===== config.mk =====
export PLATFORM = sky130hd
export DESIGN_NAME = msc_stat_readout
export DESIGN_NICKNAME = d
export VERILOG_FILES = /design/src/hw/msc_pkg.sv /design/src/hw/msc_counter.sv /design/src/hw/msc_stat_readout.sv
export VERILOG_INCLUDE_DIRS = /design/src /design/src/hw
export SDC_FILE = /design/constraint.sdc
export NUM_CORES = 1
export LEC_CHECK = 0
export ABC_AREA = 1
export BUFFER_PORTS_ARGS = -buffer_cell sky130_fd_sc_hd__clkbuf_2
export CELL_PAD_IN_SITES_DETAIL_PLACEMENT = 1
export CELL_PAD_IN_SITES_GLOBAL_PLACEMENT = 1
export CORE_MARGIN = 4
export CORE_UTILIZATION = 47
export CTS_CLUSTER_SIZE = 12
export DETAILED_ROUTE_END_ITERATION = 16
export PLACE_DENSITY_LB_ADDON = 0.1
export SETUP_SLACK_MARGIN = 0.5
export SLEW_MARGIN = 10
export SYNTH_ARGS = -nofsm -noshare
export SYNTH_HDL_FRONTEND = slang
export SYNTH_SLANG_ARGS = --single-unit

===== constraint.sdc =====
create_clock -name REF_CLK -period 4.4 [get_ports REF_CLK]
set_clock_uncertainty 0.05 [all_clocks]
set_input_delay 0.66 -clock REF_CLK [delete_from_list [all_inputs] [get_ports REF_CLK]]
set_output_delay 0.66 -clock REF_CLK [all_outputs]
set_load 0.005 [all_outputs]

===== src/hw/msc_regs.svh =====
// register offsets, control fields and constants of the statistics readout
`ifndef MSC_REGS_SVH
`define MSC_REGS_SVH

// ==========================================================
// counter word locations (byte addresses)
`define MSC_RX_BYTES_LO 17'h00200
`define MSC_RX_BYTES_HI 17'h00204
`define MSC_TX_BYTES_LO 17'h00208
`define MSC_TX_BYTES_HI 17'h0020C
`define MSC_UNDERSIZE_LO 17'h00210
`define MSC_UNDERSIZE_HI 17'h00214

// ==========================================================
// control register
`define MSC_CTRL 17'h00368
`define MSC_CTRL_FREEZE 0
`define MSC_CTRL_CLEAR 1
`define MSC_CTRL_RST 1'h0

// ==========================================================
// sizes
`define MSC_CNT_WIDTH_DEF 64
`define MSC_NUM_CNT 3
`define MSC_MIN_FRAME 16'h0040
`define MSC_HOLD_RST 32'h00000000

`endif


===== src/hw/msc_pkg.sv =====
// types shared by the statistics counter readout
package msc_pkg;

  // ==========================================================
  // bus and frame report types
  typedef logic [16:0] msc_addr_t;

  typedef struct packed {
    logic done;
    logic [15:0] len;
    logic fcs_ok;
  } msc_frame_s;

  typedef enum logic [1:0] {
    MSC_CNT_RX = 2'h0,
    MSC_CNT_TX = 2'h1,
    MSC_CNT_UND = 2'h2
  } msc_cnt_e;

  typedef struct packed {
    logic hit;
    logic upper;
    msc_cnt_e idx;
  } msc_dec_s;

endpackage


===== src/hw/msc_counter.sv =====
// one statistics counter: adds a whole amount per update, wraps, never saturates
module msc_counter #(
  parameter int WIDTH = 64
) (
  // clock and reset
  input wire logic clk,
  input wire logic srst,
  // update
  input wire logic clr,
  input wire logic inc_en,
  input wire logic [15:0] inc_amt,
  // state
  output logic [WIDTH-1:0] value
);

  logic [WIDTH-1:0] next_value;

  always_comb begin
    next_value = value;
    if (clr) begin
      next_value = '0;
    end else if (inc_en) begin
      // modulo add of the full frame amount in one step
      next_value = value + WIDTH'(inc_amt);
    end
  end

  always_ff @(posedge clk) begin
    if (srst) begin
      value <= '0;
    end else begin
      value <= next_value;
    end
  end

endmodule // msc_counter


===== src/hw/msc_stat_readout.sv =====
// statistics counter bank with snapshot-coherent 64-bit register readout
//
// Chosen here: the strobed register port.
`include "msc_regs.svh"

// Behaviour
// - counter width is a build parameter of 32 or 64, default 64
// - at 64 bits each counter shows as lower word then upper word
// - reading a lower word returns it and latches that counter's upper word
// - reading the matching upper word returns the latched value, not live bits
// - reading an upper word of another counter gives an error response
// - receive byte counter adds destination address through FCS bytes per frame
// - transmit byte counter adds destination address through FCS bytes per frame
// - undersize counter counts well-formed received frames under 64 bytes
module msc_stat_readout #(
  parameter int CNT_WIDTH = `MSC_CNT_WIDTH_DEF
) (
  // clock and reset
  input wire logic REF_CLK,
  input wire logic SRST,
  // register port
  input wire msc_pkg::msc_addr_t REG_ADDR,
  input wire logic [31:0] REG_WDATA,
  input wire logic REG_WR,
  input wire logic REG_RD,
  output logic [31:0] REG_RDATA,
  output logic REG_ERR,
  // frame completion reports from the mac
  input wire msc_pkg::msc_frame_s RX_FRAME,
  input wire msc_pkg::msc_frame_s TX_FRAME
);
  import msc_pkg::*;

  // ==========================================================
  // address decode
  function automatic msc_dec_s decode(input msc_addr_t a);
    msc_dec_s d;
    d.hit = 1'b1;
    d.upper = 1'b0;
    d.idx = MSC_CNT_RX;
    if (a == `MSC_RX_BYTES_LO) begin
      d.idx = MSC_CNT_RX;
    end else if (a == `MSC_RX_BYTES_HI) begin
      d.upper = 1'b1;
      d.idx = MSC_CNT_RX;
    end else if (a == `MSC_TX_BYTES_LO) begin
      d.idx = MSC_CNT_TX;
    end else if (a == `MSC_TX_BYTES_HI) begin
      d.upper = 1'b1;
      d.idx = MSC_CNT_TX;
    end else if (a == `MSC_UNDERSIZE_LO) begin
      d.idx = MSC_CNT_UND;
    end else if (a == `MSC_UNDERSIZE_HI) begin
      d.upper = 1'b1;
      d.idx = MSC_CNT_UND;
    end else begin
      d.hit = 1'b0;
    end
    // upper words exist only for 64-bit counters
    if (CNT_WIDTH == 32 && d.upper) begin
      d.hit = 1'b0;
    end
    return d;
  endfunction

  // ==========================================================
  // word selection: bits 31:0 or 63:32 of a counter value
  function automatic logic [31:0] word_of(input logic [63:0] v, input logic upper);
    logic [31:0] w;
    w = v[31:0];
    if (upper) begin
      w = v[63:32];
    end
    return w;
  endfunction

  // ==========================================================
  // counters
  logic freeze;
  logic clr_pulse;
  logic inc_en [`MSC_NUM_CNT];
  logic [15:0] inc_amt [`MSC_NUM_CNT];
  logic [CNT_WIDTH-1:0] cnt [`MSC_NUM_CNT];
  logic [63:0] wide [`MSC_NUM_CNT];
  logic rx_undersize;
  logic [63:0] sel_val;

  // ==========================================================
  // frame reports into counter increments
  // well formed but short: good fcs, below the minimum frame size
  assign rx_undersize = RX_FRAME.done && RX_FRAME.fcs_ok &&
                        (RX_FRAME.len < `MSC_MIN_FRAME);

  always_comb begin
    inc_en[MSC_CNT_RX] = RX_FRAME.done && !freeze;
    inc_amt[MSC_CNT_RX] = RX_FRAME.len;
    inc_en[MSC_CNT_TX] = TX_FRAME.done && !freeze;
    inc_amt[MSC_CNT_TX] = TX_FRAME.len;
    inc_en[MSC_CNT_UND] = rx_undersize && !freeze;
    inc_amt[MSC_CNT_UND] = 16'h0001;
  end

  // ==========================================================
  // counter instances
  // a clear in the same edge as a frame report drops that frame
  for (genvar i = 0; i < `MSC_NUM_CNT; i++) begin : g_cnt
    msc_counter #(
      .WIDTH(CNT_WIDTH)
    ) u_cnt (
      .clk(REF_CLK),
      .srst(SRST),
      .clr(clr_pulse),
      .inc_en(inc_en[i]),
      .inc_amt(inc_amt[i]),
      .value(cnt[i])
    );
    // narrow counters read with a zero upper half
    assign wide[i] = 64'(cnt[i]);
  end

  // ==========================================================
  // register access state
  msc_dec_s rd_dec;
  logic ctrl_wr;
  logic ctrl_rd;
  logic lo_rd;
  logic hi_rd;
  logic hi_match;
  logic [31:0] hold;
  msc_cnt_e hold_idx;
  logic hold_vld;
  logic [31:0] next_hold;
  msc_cnt_e next_hold_idx;
  logic next_hold_vld;
  logic next_freeze;
  logic next_clr_pulse;
  logic [31:0] next_rdata;
  logic next_err;

  // ==========================================================
  // access decode
  assign rd_dec = decode(REG_ADDR);
  assign sel_val = wide[rd_dec.idx];
  assign ctrl_wr = REG_WR && (REG_ADDR == `MSC_CTRL);
  assign ctrl_rd = REG_RD && (REG_ADDR == `MSC_CTRL);
  assign lo_rd = REG_RD && rd_dec.hit && !rd_dec.upper;
  assign hi_rd = REG_RD && rd_dec.hit && rd_dec.upper;
  // an upper word answers only for the counter whose lower word was read last
  assign hi_match = hold_vld && (hold_idx == rd_dec.idx);

  // ==========================================================
  // control register: freeze level and one-cycle clear
  always_comb begin
    next_freeze = freeze;
    next_clr_pulse = 1'b0;
    if (ctrl_wr) begin
      next_freeze = REG_WDATA[`MSC_CTRL_FREEZE];
      // clear is a strobe: it never stays set, so it reads back as zero
      next_clr_pulse = REG_WDATA[`MSC_CTRL_CLEAR];
    end
  end

  always_ff @(posedge REF_CLK) begin
    if (SRST) begin
      freeze <= `MSC_CTRL_RST;
      clr_pulse <= 1'b0;
    end else begin
      freeze <= next_freeze;
      clr_pulse <= next_clr_pulse;
    end
  end

  // ==========================================================
  // snapshot of the upper word, taken with every lower-word read
  always_comb begin
    next_hold = hold;
    next_hold_idx = hold_idx;
    next_hold_vld = hold_vld;
    if (lo_rd) begin
      // both words come from one edge, so a carry between the two reads cannot tear them
      next_hold = word_of(sel_val, 1'b1);
      next_hold_idx = rd_dec.idx;
      next_hold_vld = 1'b1;
    end
  end

  always_ff @(posedge REF_CLK) begin
    if (SRST) begin
      hold <= `MSC_HOLD_RST;
      hold_idx <= MSC_CNT_RX;
      hold_vld <= 1'b0;
    end else begin
      hold <= next_hold;
      hold_idx <= next_hold_idx;
      hold_vld <= next_hold_vld;
    end
  end

  // ==========================================================
  // read answer: stands one cycle after the strobe, zero otherwise
  always_comb begin
    next_rdata = 32'h00000000;
    next_err = 1'b0;
    if (ctrl_rd) begin
      next_rdata[`MSC_CTRL_FREEZE] = freeze;
    end else if (lo_rd) begin
      next_rdata = word_of(sel_val, 1'b0);
    end else if (hi_rd) begin
      if (hi_match) begin
        next_rdata = hold;
      end else begin
        next_err = 1'b1;
      end
    end
  end

  always_ff @(posedge REF_CLK) begin
    if (SRST) begin
      REG_RDATA <= 32'h00000000;
      REG_ERR <= 1'b0;
    end else begin
      REG_RDATA <= next_rdata;
      REG_ERR <= next_err;
    end
  end

endmodule // msc_stat_readout


-- Word level (Yosys, flattened, before mapping)
Index checks and enable logic that the tools add are counted.
- word-level logic and storage cells: 73
- bits in registers: 262
- output and inout bits: 33
- input port bits: 89
- reduce and logical (&&, ||, !) cells: 17
- eq/ne operators: 8
- order comparisons: 2
- multiplexer cells: 29
- bitwise operators: 3
- $add $sub $neg: 3
- operators by type and width (cell ; number):
    $add A64 B16 Y64 ; 2
    $bmux W64 S2 ; 1
    $mux W64 ; 2
    $eq A17 B10 Y1 const B ; 7
    $mux W32 ; 3
    $add A64 B1 Y64 const B ; 1
    $mux W3 ; 8
    $mux W2 ; 10
    $lt A16 B7 Y1 const B ; 1
    $logic_and A1 B1 Y1 ; 11
    $reduce_or A2 Y1 ; 3
    $mux W1 ; 5
    $reduce_or A4 Y1 ; 1
    $ge A3 B3 Y1 const B ; 1
    $not A2 Y3 ; 1
    $eq A2 B2 Y1 ; 1
    $logic_not A1 Y1 ; 2
    $not A1 Y1 ; 2

-- Longest topological paths before layout
Gate-level depths: netlist of run 1.
- word-level depth: 22
- depth in mapped cells: 17
- mapped depth without buffers: 16

-- Cells and area by module
From an unflattened synthesis of run 1, not the netlist that was laid out.
- cell total of the unflattened synthesis: 3337
- area, all modules: 19523.7 µm²
- by module, submodules not included (module ; times used ; cells each ; sequential area each (µm²) ; area each (µm²)):
    msc_counter (g_cnt[0].u_cnt ...) ; 2 ; 899 ; 1281.2 ; 5106.1
    msc_counter (g_cnt[2].u_cnt) ; 1 ; 899 ; 1281.2 ; 5101.1
    msc_stat_readout ; 1 ; 640 ; 1401.3 ; 4210.3

-- Least setup slack after synthesis of run 1
OpenSTA, ideal clock, no wires.
- path type: input to register
- from: in RX_FRAME[1] (netlist name)
- to: reg g_cnt[0].u_cnt.value[34]
- buffers on the path: 1
- stages on the path: 15
- required time: 4222 ps
- setup time: 128 ps
- arrival time: 2271 ps
- slack: 1951 ps
- path through: ha_1 -> inv_1 -> fa_1 -> nand3b_1 -> nand2_1 -> nand2_1 -> nand2_1 -> nand2_1 -> nand2_1 -> nand2_1 -> nand3_1 -> buf_4 -> nand4_1 -> nand2_1 -> nor2_1
- longest elaborated chain between the ends: 1
- ends and longest elaborated chain (element ; RTL line ; source):
    start, declared ; msc_stat_readout.sv:29 ; input wire msc_pkg::msc_frame_s RX_FRAME,
    $add A64 B16 Y64 ; msc_counter.sv:24 ; next_value = value + WIDTH'(inc_amt);
    end signal, assigned ; msc_counter.sv:32 ; value <= next_value;
    end, declared ; msc_counter.sv:13 ; output logic [WIDTH-1:0] value
Every way passes these cells.
A chain may end at the register's enable or synchronous reset.

-- Final worst setup path of run 1
- from: reg g_cnt[1].u_cnt.value[0]
- to: reg g_cnt[1].u_cnt.value[26]
- longest elaborated chain between the ends: 1
- ends and longest elaborated chain (element ; RTL line):
    start, declared ; msc_counter.sv:13
    start signal, assigned ; msc_counter.sv:32
    $add A64 B16 Y64 ; msc_counter.sv:24
Every way passes these cells.

==> metrics.md, run 1 <==
| Metric | Value |
|---|---|
| Status | `completed` |
| Mapped Nets | `2961` |
| Avg WL per Cell | `22.31 um` |
| Most frequent cells in the layout | `766 x nand2_1, 354 x nor2_1, 339 x inv_1, 262 x dfxtp_1, 188 x a21oi_1` |
| Site Rows | `71` |
| Htree depth | `2` |
| Critical Path AT | `3.30 ns` |
| Die height | `203.0 um` |
| Max-cap violations | `0` |
| Synth warnings | `0` |
| Nature of the critical path endpoint | `flip-flop` |
| Final Worst Setup Slack | `1.528 ns` |
| DP Wirelength | `58.94 mm` |
| Initial DRT Pass Iterations | `5` |
| Die ar. | `41220 um^2` |
| Slew Viols, Final | `0` |
| Synth unique cells | `56` |
| Final Critical Period | `2.872 ns` |
| Net Sw Frac | `27.91%` |
| Starting Density | `47.57%` |
| Combinational cell fraction of total power | `11.3%` |
| Unrepaired setup endpoints after global routing | `no` |
| Core box area | `37580 um^2` |
| Avg Vias per Cell | `5.848` |
| # fillers | `5222` |
| Cts hold-fix bufs | `0` |
| Setup TNS | `0 ns` |
| Post-route clock period utilization | `65.28%` |
| Post-layout nets | `3004` |
| Synth Flop Type | `dfxtp_1` |
| Flops & latches, synth | `262` |
| Area growth syn-to-layout | `10.69%` |
| Setup repair bufs after CTS | `0` |
| Placed inst area | `18590 um^2` |
| Syn_area_per_cell | `6.301 um^2` |
| Sequential Power Share | `39.5%` |
| ANT cells | `0` |
| Clock Pin Slew Worst Setup and Hold Paths | `0.06 ns` |
| Via count | `19978` |
| CTS tree | `done` |
| Chip width | `203.0 um` |
| Most common cell after layout, fill and taps aside | `nand2_1` |
| Final setup violation count | `0` |
| CTS sink count | `262` |
| Critical Path Source Type | `flip-flop` |
| Vias in the first global route | `20249` |
| CP Data Required Time | `4.82 ns` |
| Pwr Density | `312.9 nW/um^2` |
| Global-route wire length before repair | `116.4 mm` |
| Max_slew headroom | `26.40%` |
| Critical path start-end classification | `flip-flop to flip-flop` |
| CTS resizes | `0` |
| Hold Vio Cnt, Final | `0` |
| Clk Tree Root Cell | `clkbuf_16` |
| Maximum clock path buffer count | `3` |
| Design Area, Final | `19790 um^2` |
| Post-Syn Area | `17880 um^2` |
| Total GRT Usage | `35.99%` |
| Share of layout cells above drive strength 1 | `10.36%` |
| Clock power share | `49.1%` |
| Place WS | `1.175 ns` |
| TritonCTS Buffers | `34` |
| RD Place Congestion | `0.9708` |
| Utilization after layout | `52.66%` |
| Slew at the pin with the worst max-slew slack | `1.104 ns` |
| Drt drc | `0` |
| Achievable frequency | `348.2 MHz` |
| Sequential share of the synthesized area | `29.34%` |
| Pin count of the biggest net entering global routing | `90` |
| CP max FO | `11` |
| EDFF count, synth | `0` |
| Gate count after technology mapping | `2837` |
| Starting DRT DRC Count | `1606` |
| Clk_lat worst skew | `0.55 ns` |
| Initial antenna violation count | `0` |
| Peak supply drop | `0.0002471 V` |
| Final wirelength | `76.22 mm` |
| Antenna viol nets, final | `0` |
| Ys async rst share | `0%` |
| Worst hold path class | `input pin to flip-flop` |
| WHS | `0.2711 ns` |
| P_leak | `0.007971 uW` |
| Overflow after GRT | `0` |
| Port bufs | `90` |
| IO Pins | `122` |
| Power Internal | `4464 uW` |
| P_sw | `1728 uW` |
==> flip-flops by register name, summed over array words and instances (netlist names) <==
signal and flops:
REG_ERR 1, REG_RDATA 32, clr_pulse 1, freeze 1, g_cnt.u_cnt.value 192, hold 32, hold_idx 2, hold_vld 1
==> cell families (layout without fill, tap and decap cells) <==
family                   after synthesis  count (layout)  synth area share [%]
AO/OA/AOI/OAI                        430             430                 15.27
XOR/XNOR                              65              65                 3.227
adder cells (fa/ha/maj)               35              35                 2.534
buffers and inverters                450             518                 10.39
flip-flops                           262             262                 29.34
AND/OR/NAND/NOR                     1595            1595                 39.24
==> synth_stat cells (6+ instances only) <==
master	instances	area share, %
o211ai_2	48	3.4
nand2_1	766	16
nand2_2	6	0.21
nor3_1	85	2.4
dfxtp_1	262	29
nor3b_1	6	0.25
a31oi_1	9	0.31
nand4_1	117	4.1
nand3b_1	10	0.42
or2_1	9	0.31
clkbuf_1	52	1.1
o211ai_1	27	1.1
a21oi_1	188	5.3
nor3_2	15	0.84
ha_1	33	2.3
buf_1	6	0.13
buf_4	8	0.34
buf_6	7	0.44
nand3_1	183	5.1
buf_2	25	0.70
xor2_1	50	2.4
nor2_2	14	0.49
inv_2	6	0.13
o21ai_1	12	0.34
o21ai_0	105	2.9
a21oi_2	26	1.3
nor2_1	354	7.4
xnor2_1	14	0.69
nor4_1	7	0.24
inv_1	340	7.1
==> area by class of cell <==
cell class	instances	area, um^2	area share, %
inverter	348	1313	6.633
clock buffer	46	1010	5.103
sequential	262	5245	26.51
timing repair buffer	109	605.6	3.060
tap	511	639.4	3.231
clock inverter	15	186.4	0.9421
multi-input combinational	2125	10790	54.52
==> power groups by stage <==
stage	combinational [uW]	clock [uW]	sequential, uW
after detailed placement	685	0	2500
after floorplan	452	0	2480
after global placement	658	0	2490
after global routing	774	3150	2450
final	703	3040	2450
after CTS	692	3060	2450
==> worst max-delay path, stage by stage, from the launching register on <==
cell     delay [ns]
dfxtp_1        0.34
ha_1           0.17
inv_1          0.05
fa_1           0.39
inv_1          0.08
nand3_1        0.06
nand2_1        0.17
nand2_1        0.07
nand2_1        0.17
nand2_1        0.07
nand2_1        0.17
nand2_1        0.07
nand3_1        0.47
nand3_1        0.18
nand2_1        0.11
nand2_1        0.06
nor2_1         0.12
==> path summary, 6_finish.rpt <==
path	depth (start not counted)	to	startpoint	slack, ns
max	16	g_cnt[1].u_cnt.value[26]	g_cnt[1].u_cnt.value[0]	1.53
min	3	clr_pulse	REG_WDATA[1]	0.27
max reg2reg	16	g_cnt[1].u_cnt.value[26]	g_cnt[1].u_cnt.value[0]	1.53
min reg2reg	2	hold[11]	hold[11]	0.43
==> metrics by stage <==
stage,std cells,total power [uW]
3_3_place_gp,3355,3151
6_report,3416,6192
3_5_place_dp,3355,3183
2_1_floorplan,2837,2933
4_1_cts,3416,6198
5_1_grt,3416,6369
==> metal layers <==
layer	wire length, um	vias to the layer above	GRT usage (%)
met5	0	-	0
met2	35330	696	60.60
met3	4711	211	4.089
li1	-	9386	-
met4	3919	0	16.36
met1	32260	9685	46.52
Power figures use the tool's default switching activity.
==> inputs of run 2 (changes only) <==
- CORE_UTILIZATION: 47 -> 44
- clock period: 4.4 -> 2.7 ns (I/O delays scaled with it)
==> run 2 against run 1 <==
  * Register-to-register slack lost 1.1 ns
  * Largest power group unchanged
  * Combinational power up 120%
  * Sequential share of layout area is 2.2 points lower
  * Cell count rose by 3.0%
  * Die area is 6.5% higher
  * Clock power grew 48%
  * Worst hold slack worse by 0.25 ns
  * Cell area grew 9.5%
  * Utilization grew 1.6 points
  * Setup slack got worse by 1.1 ns
==> metrics.md, run 2 (synthesis gave the netlist of run 1 again) <==
| Metric | Value |
|---|---|
| Area growth syn-to-layout | `21.16%` |
| Most common cell after layout, fill and taps aside | `nand2_1` |
| Endpoint, Worst Hold | `freeze` |
| RR Endpoint | `g_cnt[0].u_cnt.value[54]` |
| CP max stage cell | `dfxtp_4` |
| Hold Vio Cnt, Final | `0` |
| P_leak | `0.008605 uW` |
| Clk Tree Root Cell | `clkbuf_16` |
| Achievable frequency | `437.8 MHz` |
| Final Critical Period | `2.284 ns` |
| Peak supply drop | `0.0004680 V` |
| ANT cells | `0` |
| Largest delay share family, worst path | `simple AND/OR/NAND/NOR gates` |
| Clk_lat worst skew | `0.61 ns` |
| Placed cells | `3424` |
| Worst Hold Launch | `REG_WDATA[0]` |
| Non-Filler Instances | `3517` |
| Chip width | `209.6 um` |
| Most common cell on crit path | `nand2_2` |
| Critical Path Source Type | `flip-flop` |
| Maximum clock path buffer count | `3` |
| Critical path start-end classification | `flip-flop to flip-flop` |
| Met1 Use GR | `45.07%` |
| Max FFs per register | `192` |
| Largest stage delay, worst path | `0.35 ns` |
| Port bufs | `90` |
| Initial DRT Pass Iterations | `5` |
| Avg WL per Cell | `23.04 um` |
| Starting DRT DRC Count | `1831` |
| Worst path buffer plus inverter count | `3` |
| Share of layout cells above drive strength 1 | `19.52%` |
| Layer with the highest usage | `met2` |
| Antenna viol nets, final | `0` |
| WHS Path Cells | `3` |
| Final wirelength | `81.02 mm` |
| Slew Viols, Final | `0` |
| Critical Path AT | `2.72 ns` |
| Die ar. | `43920 um^2` |
| Unrepaired setup endpoints after global routing | `yes` |
| Worst hold path class | `input pin to flip-flop` |
| CP Data Required Time | `3.14 ns` |
| Power Total | `10080 uW` |
| Final setup violation count | `0` |
| R2R Path Start | `g_cnt[0].u_cnt.value[0]` |
| DP Wirelength | `61.55 mm` |
| Die height | `209.6 um` |
| Slew at the pin with the worst max-slew slack | `0.5306 ns` |
| Total GRT Usage | `34.47%` |
| TritonCTS Buffers | `31` |
| Avg Vias per Cell | `5.836` |
| Max_slew headroom | `64.30%` |
| Most frequent cells in the layout | `713 x nand2_1, 329 x inv_1, 325 x nor2_1, 241 x dfxtp_1, 172 x a21oi_1` |
| Met2 Track Usage GR | `57.90%` |
| Met3 track demand over resource | `3.827%` |
| Reg with most FFs | `g_cnt.u_cnt.value` |
| Htree depth | `1` |
| Vias in the first global route | `20646` |
| Core box area | `39910 um^2` |
| Largest registers | `g_cnt.u_cnt.value x192, REG_RDATA x32, hold x32` |
| Drt drc | `0` |
| R2r setup slk | `0.42 ns` |
| Register-to-Register Path Depth | `14` |
| RD Place Congestion | `0.9713` |
| Site Rows | `73` |
| Status | `completed` |
| Starting Density | `44.79%` |
| Nature of the critical path endpoint | `flip-flop` |
| Global-route wire length before repair | `119.7 mm` |
| CP max FO | `5` |
| CTS tree | `done` |
| Clock Pin Slew Worst Setup and Hold Paths | `0.06 ns` |
| Overflow after GRT | `0` |
| Initial antenna violation count | `0` |
| Post-route clock period utilization | `84.60%` |
| IO Pins | `122` |
| Pin count of the biggest net entering global routing | `90` |
| Via count | `20526` |
| Max-cap violations | `0` |
| Pwr Density | `465.4 nW/um^2` |
| Crit-path cells | `ha_4 > inv_2 > fa_2 > nand3b_1 > nand2_2 > nand2_2 > nand2_2 > buf_6 > buf_6 > nand3_4 > nand3_4 > nand4_1 > o21ai_1 > nor2_1` |
| CTS sink count | `262` |
| Setup TNS | `0 ns` |
| Post-layout nets | `3092` |
==> run 2: changes by cell type in the layout (fill, tap and decap cells not counted), moves of 15 or more <==
cell | before | now
buf_4 | 18 | 83
nand2_1 | 766 | 713
nand2_2 | 5 | 47
ha_1 | 33 | 3
nor2_1 | 354 | 325
ha_4 | 0 | 28
dfxtp_1 | 262 | 241
dfxtp_2 | 0 | 20
nand3_1 | 183 | 165
a21oi_1 | 188 | 172
nor3_1 | 85 | 69
a21oi_2 | 26 | 41
nor2_4 | 5 | 20
==> run 2: worst max path at each step <==
stage / from / depth (start not counted) / slack, ns / endpoint
after floorplan: RX_FRAME[1] / 15 / 0.51 / g_cnt[0].u_cnt.value[34]
after global placement: RX_FRAME[9] / 13 / 0.17 / g_cnt[0].u_cnt.value[63]
after detailed placement: TX_FRAME[1] / 19 / 0.07 / g_cnt[1].u_cnt.value[26]
after CTS: g_cnt[1].u_cnt.value[0] / 18 / 0.45 / g_cnt[1].u_cnt.value[26]
after global routing: g_cnt[0].u_cnt.value[0] / 16 / 0.32 / g_cnt[0].u_cnt.value[28]
final: g_cnt[0].u_cnt.value[0] / 14 / 0.42 / g_cnt[0].u_cnt.value[54]
==> run 2: repair_timing <==
| item | in CTS | in global routing |
|---|---|---|
| cloned | 1 | 1 |
| resized for setup | 79 | 200 |
| pin swaps | 17 | 46 |
| setup buffers | 14 | 19 |
| hold buffers | 1 | 0 |
| hold endpoints to repair | 1 | 0 |
| setup endpoints to repair | 79 | 106 |
==> run 2: worst register-to-register path: cells and delay by family (launching register included) <==
kind / cells / cell delay, ns
buffers and inverters: 3 / 0.25
and+or+nand+nor: 8 / 0.85
AOI/OAI and AO/OA: 1 / 0.19
adders and majority gates: 2 / 0.48
DFF: 1 / 0.35
==> run 2: cell type report <==
cell class,count,area (um^2)
multi-input cells,2125,11860
inverters,348,1318
flip-flops and latches,262,5274
clock buffers,49,963.4
fillers,5343,18250
well taps,525,656.9
repair buffers,200,1490
clock inverters,8,95.09
==> run 2: layer usage <==
layer | routed length, um | vias to the layer above
met2 | 38160 | 727
met3 | 4831 | 209
met4 | 4086 | 0
li1 | - | 9546
met5 | 0 | -
met1 | 33950 | 10044
==> run 2: power by group <==
group,leakage [uW],internal (uW),switching [uW]
Combinational,0.00596,584,1000
Sequential,0.00213,3930,81.1
Clock,0.000520,2620,1870
Total,0.00861,7130,2950
==> run 2: stage by stage <==
step | cell area, um^2 | setup WS [ns] | utilization [%] | hold slack [ns]
3_5_place_dp | 19120 | 0.07303 | 47.91 | 0.4105
2_1_floorplan | 17880 | 0.5060 | - | 0.3908
6_report | 21660 | 0.4157 | 54.27 | 0.02083
3_3_place_gp | 19120 | 0.1712 | 47.91 | 0.4012
5_1_grt | 21660 | 0.3194 | 54.27 | 0.03253
4_1_cts | 20660 | 0.4486 | 51.77 | 0.005491
==> inputs of run 3 (changes only) <==
- clock period: 2.7 -> 2.35 ns (I/O delays scaled with it)
==> run 3 against run 2 <==
  * The flow now finishes with violations (negative setup slack)
  * Worst hold slack improved by 0.059 ns
  * Critical path depth rose by 2
  * Combinational power rose by 86%
  * Cell area rose by 18%
  * Register-to-register slack got worse by 0.54 ns
  * Clock power rose by 31%
  * Total power rose by 33%
  * Clock-buffer cell count did not move
  * Utilization rose by 9.6 points
  * Sequential power rose by 15%
  * First-iteration DRC count rose by 64%
  * Sequential share of layout area fell by 3.0 points
==> metrics.md, run 3 (synthesis gave the netlist of run 1 again) <==
| Metric | Value |
|---|---|
| Worst hold path class | `input pin to flip-flop` |
| Largest delay share family, worst path | `simple AND/OR/NAND/NOR gates` |
| P_leak | `0.01062 uW` |
| CTS tree | `done` |
| Net Sw Frac | `32.39%` |
| Final setup violation count | `17` |
| Largest stage delay, worst path | `0.36 ns` |
| Port bufs | `90` |
| Share of layout cells above drive strength 1 | `35.78%` |
| Clk Tree Root Cell | `clkbuf_16` |
| Power Total | `13450 uW` |
| Area growth syn-to-layout | `42.52%` |
| Power Internal | `9093 uW` |
| Vias in the first global route | `22873` |
| Clk_lat worst skew | `0.57 ns` |
| Total GRT Usage | `39.69%` |
| CP Data Required Time | `2.78 ns` |
| Core box area | `39910 um^2` |
| Starting Density | `44.79%` |
| Clock power share | `43.8%` |
| Most frequent cells in the layout | `616 x nand2_1, 306 x inv_1, 267 x nor2_1, 203 x buf_4, 164 x dfxtp_1` |
| Hold Vio Cnt, Final | `0` |
| Avg Vias per Cell | `6.500` |
| CTS sink count | `262` |
| Sequential Power Share | `34.3%` |
| Final Worst Setup Slack | `-0.1287 ns` |
| Critical Path Source Type | `flip-flop` |
| CP max FO | `4` |
| Critical Path AT | `2.91 ns` |
| Final Critical Period | `2.479 ns` |
| RD Place Congestion | `1.000` |
| Die height | `209.6 um` |
| P_sw | `4356 uW` |
| Site Rows | `73` |
| Drt drc | `0` |
| CP max stage cell | `dfxtp_2` |
| Achievable frequency | `403.4 MHz` |
| Slew Viols, Final | `0` |
| DP Wirelength | `62.87 mm` |
| TritonCTS Buffers | `34` |
| Post-layout nets | `3281` |
| Reg with most FFs | `g_cnt.u_cnt.value` |
| WHS | `0.07992 ns` |
| Clock Pin Slew Worst Setup and Hold Paths | `0.06 ns` |
| Peak supply drop | `0.0007716 V` |
| Most common cell on crit path | `nand2_2` |
| Maximum clock path buffer count | `3` |
| Pin count of the biggest net entering global routing | `90` |
| IO Pins | `122` |
| Initial DRT Pass Iterations | `6` |
| Global-route wire length before repair | `136.6 mm` |
| Initial antenna violation count | `6` |
| Max FFs per register | `192` |
| Post-route clock period utilization | `105.5%` |
| Worst path buffer plus inverter count | `2` |
| Antenna viol nets, final | `0` |
| Most common cell after layout, fill and taps aside | `nand2_1` |
| Combinational cell fraction of total power | `21.9%` |
| Via count | `24136` |
| Starting DRT DRC Count | `3004` |
| Avg WL per Cell | `30.00 um` |
| Slew at the pin with the worst max-slew slack | `0.6500 ns` |
| Crit-path cells | `ha_4 > inv_2 > fa_2 > nand3b_1 > nand2_2 > nand2_2 > nand2_2 > nand2_2 > nand2_4 > buf_6 > nand2_4 > nand2_2 > nand2_1 > nand2_1 > nand2_1 > a21oi_2` |
| Die ar. | `43920 um^2` |
| # fillers | `4978` |
| Max-cap violations | `0` |
| Register area | `5435 um^2` |
| Chip width | `209.6 um` |
| Overflow after GRT | `0` |
| Htree depth | `2` |
| Setup TNS | `-0.6124 ns` |
| Nature of the critical path endpoint | `flip-flop` |
| Multi-input combinational cell area | `13580 um^2` |
| Pwr Density | `527.8 nW/um^2` |
| Unrepaired setup endpoints after global routing | `yes` |
| Critical path start-end classification | `flip-flop to flip-flop` |
| R2r setup slk | `-0.13 ns` |
| Status | `finished with violations` |
| Largest registers | `g_cnt.u_cnt.value x192, REG_RDATA x32, hold x32` |
| Failing checks | `negative setup slack` |
| Final wirelength | `111.4 mm` |
| Max_slew headroom | `56.27%` |
-- run 3: cell count changes in the layout (fill, tap and decap cells not counted), sizes merged --
cell         before  now
dlygate4sd3       1    3
bufinv            2    3
buf             108  293
clkbuf          140  139
diode             0    5
clkinvlp          2    8
inv             345  343
-- run 3: cell type report --
class | count | share of cell area, %
clock inverters | 13 | 0.6286
clock buffers | 49 | 4.086
multi-input cells | 2125 | 53.30
flip-flops and latches | 262 | 21.33
inverters | 348 | 5.362
well taps | 525 | 2.578
repair buffers | 386 | 12.66
diodes | 5 | 0.04911
-- run 3: worst paths after layout --
path,end,cells after the start,start
worst max-delay path,g_cnt[0].u_cnt.value[42],16,g_cnt[0].u_cnt.value[0]
worst min-delay path,freeze,3,REG_WR
worst max register to register,g_cnt[0].u_cnt.value[42],16,g_cnt[0].u_cnt.value[0]
worst min register to register,hold[31],2,hold[31]
-- run 3: worst min-delay path, stage by stage --
cell      delay, ns
clkbuf_2       0.08
nand2_1        0.12
a211oi_1       0.09
-- run 3: metrics by stage --
step | std cells | cell area [um^2] | setup WS, ns | util [%]
2_1_floorplan | 2837 | 18050 | 0.3689 | -
3_5_place_dp | 3488 | 19870 | -0.1061 | 49.78
5_1_grt | 3708 | 25470 | -0.1644 | 63.80
4_1_cts | 3627 | 23450 | 0.1859 | 58.75
3_3_place_gp | 3488 | 19870 | 0.006070 | 49.78
6_report | 3713 | 25480 | -0.1287 | 63.83
-- run 3: routing by layer --
| layer | share of wire [%] | GRT usage (%) | wire length (um) |
|---|---|---|---|
| met5 | 0.039 | 0 | 44 |
| met4 | 10 | 20.95 | 11530 |
| met3 | 11 | 5.546 | 12000 |
| met2 | 45 | 67.56 | 50060 |
| met1 | 34 | 48.75 | 37760 |
-- run 3: power groups by stage --
| stage | clock network (uW) | registers [uW] | logic [uW] |
|---|---|---|---|
| final | 5890 | 4620 | 2940 |
| after global routing | 5990 | 4620 | 3000 |
| after CTS | 5750 | 4610 | 2020 |
| after detailed placement | 0 | 4680 | 1480 |
| after global placement | 0 | 4670 | 1420 |
| after floorplan | 0 | 4650 | 880 |
-- run 3: what timing repair did --
action / CTS / global route
pin swaps: 112 / 157
endpoints found under the setup margin: 163 / 175
setup buffers: 73 / 81
gates cloned: 1 / 0
gates resized for setup: 460 / 368
hold buffers: 3 / 0
endpoints found under the hold margin: 2 / 0
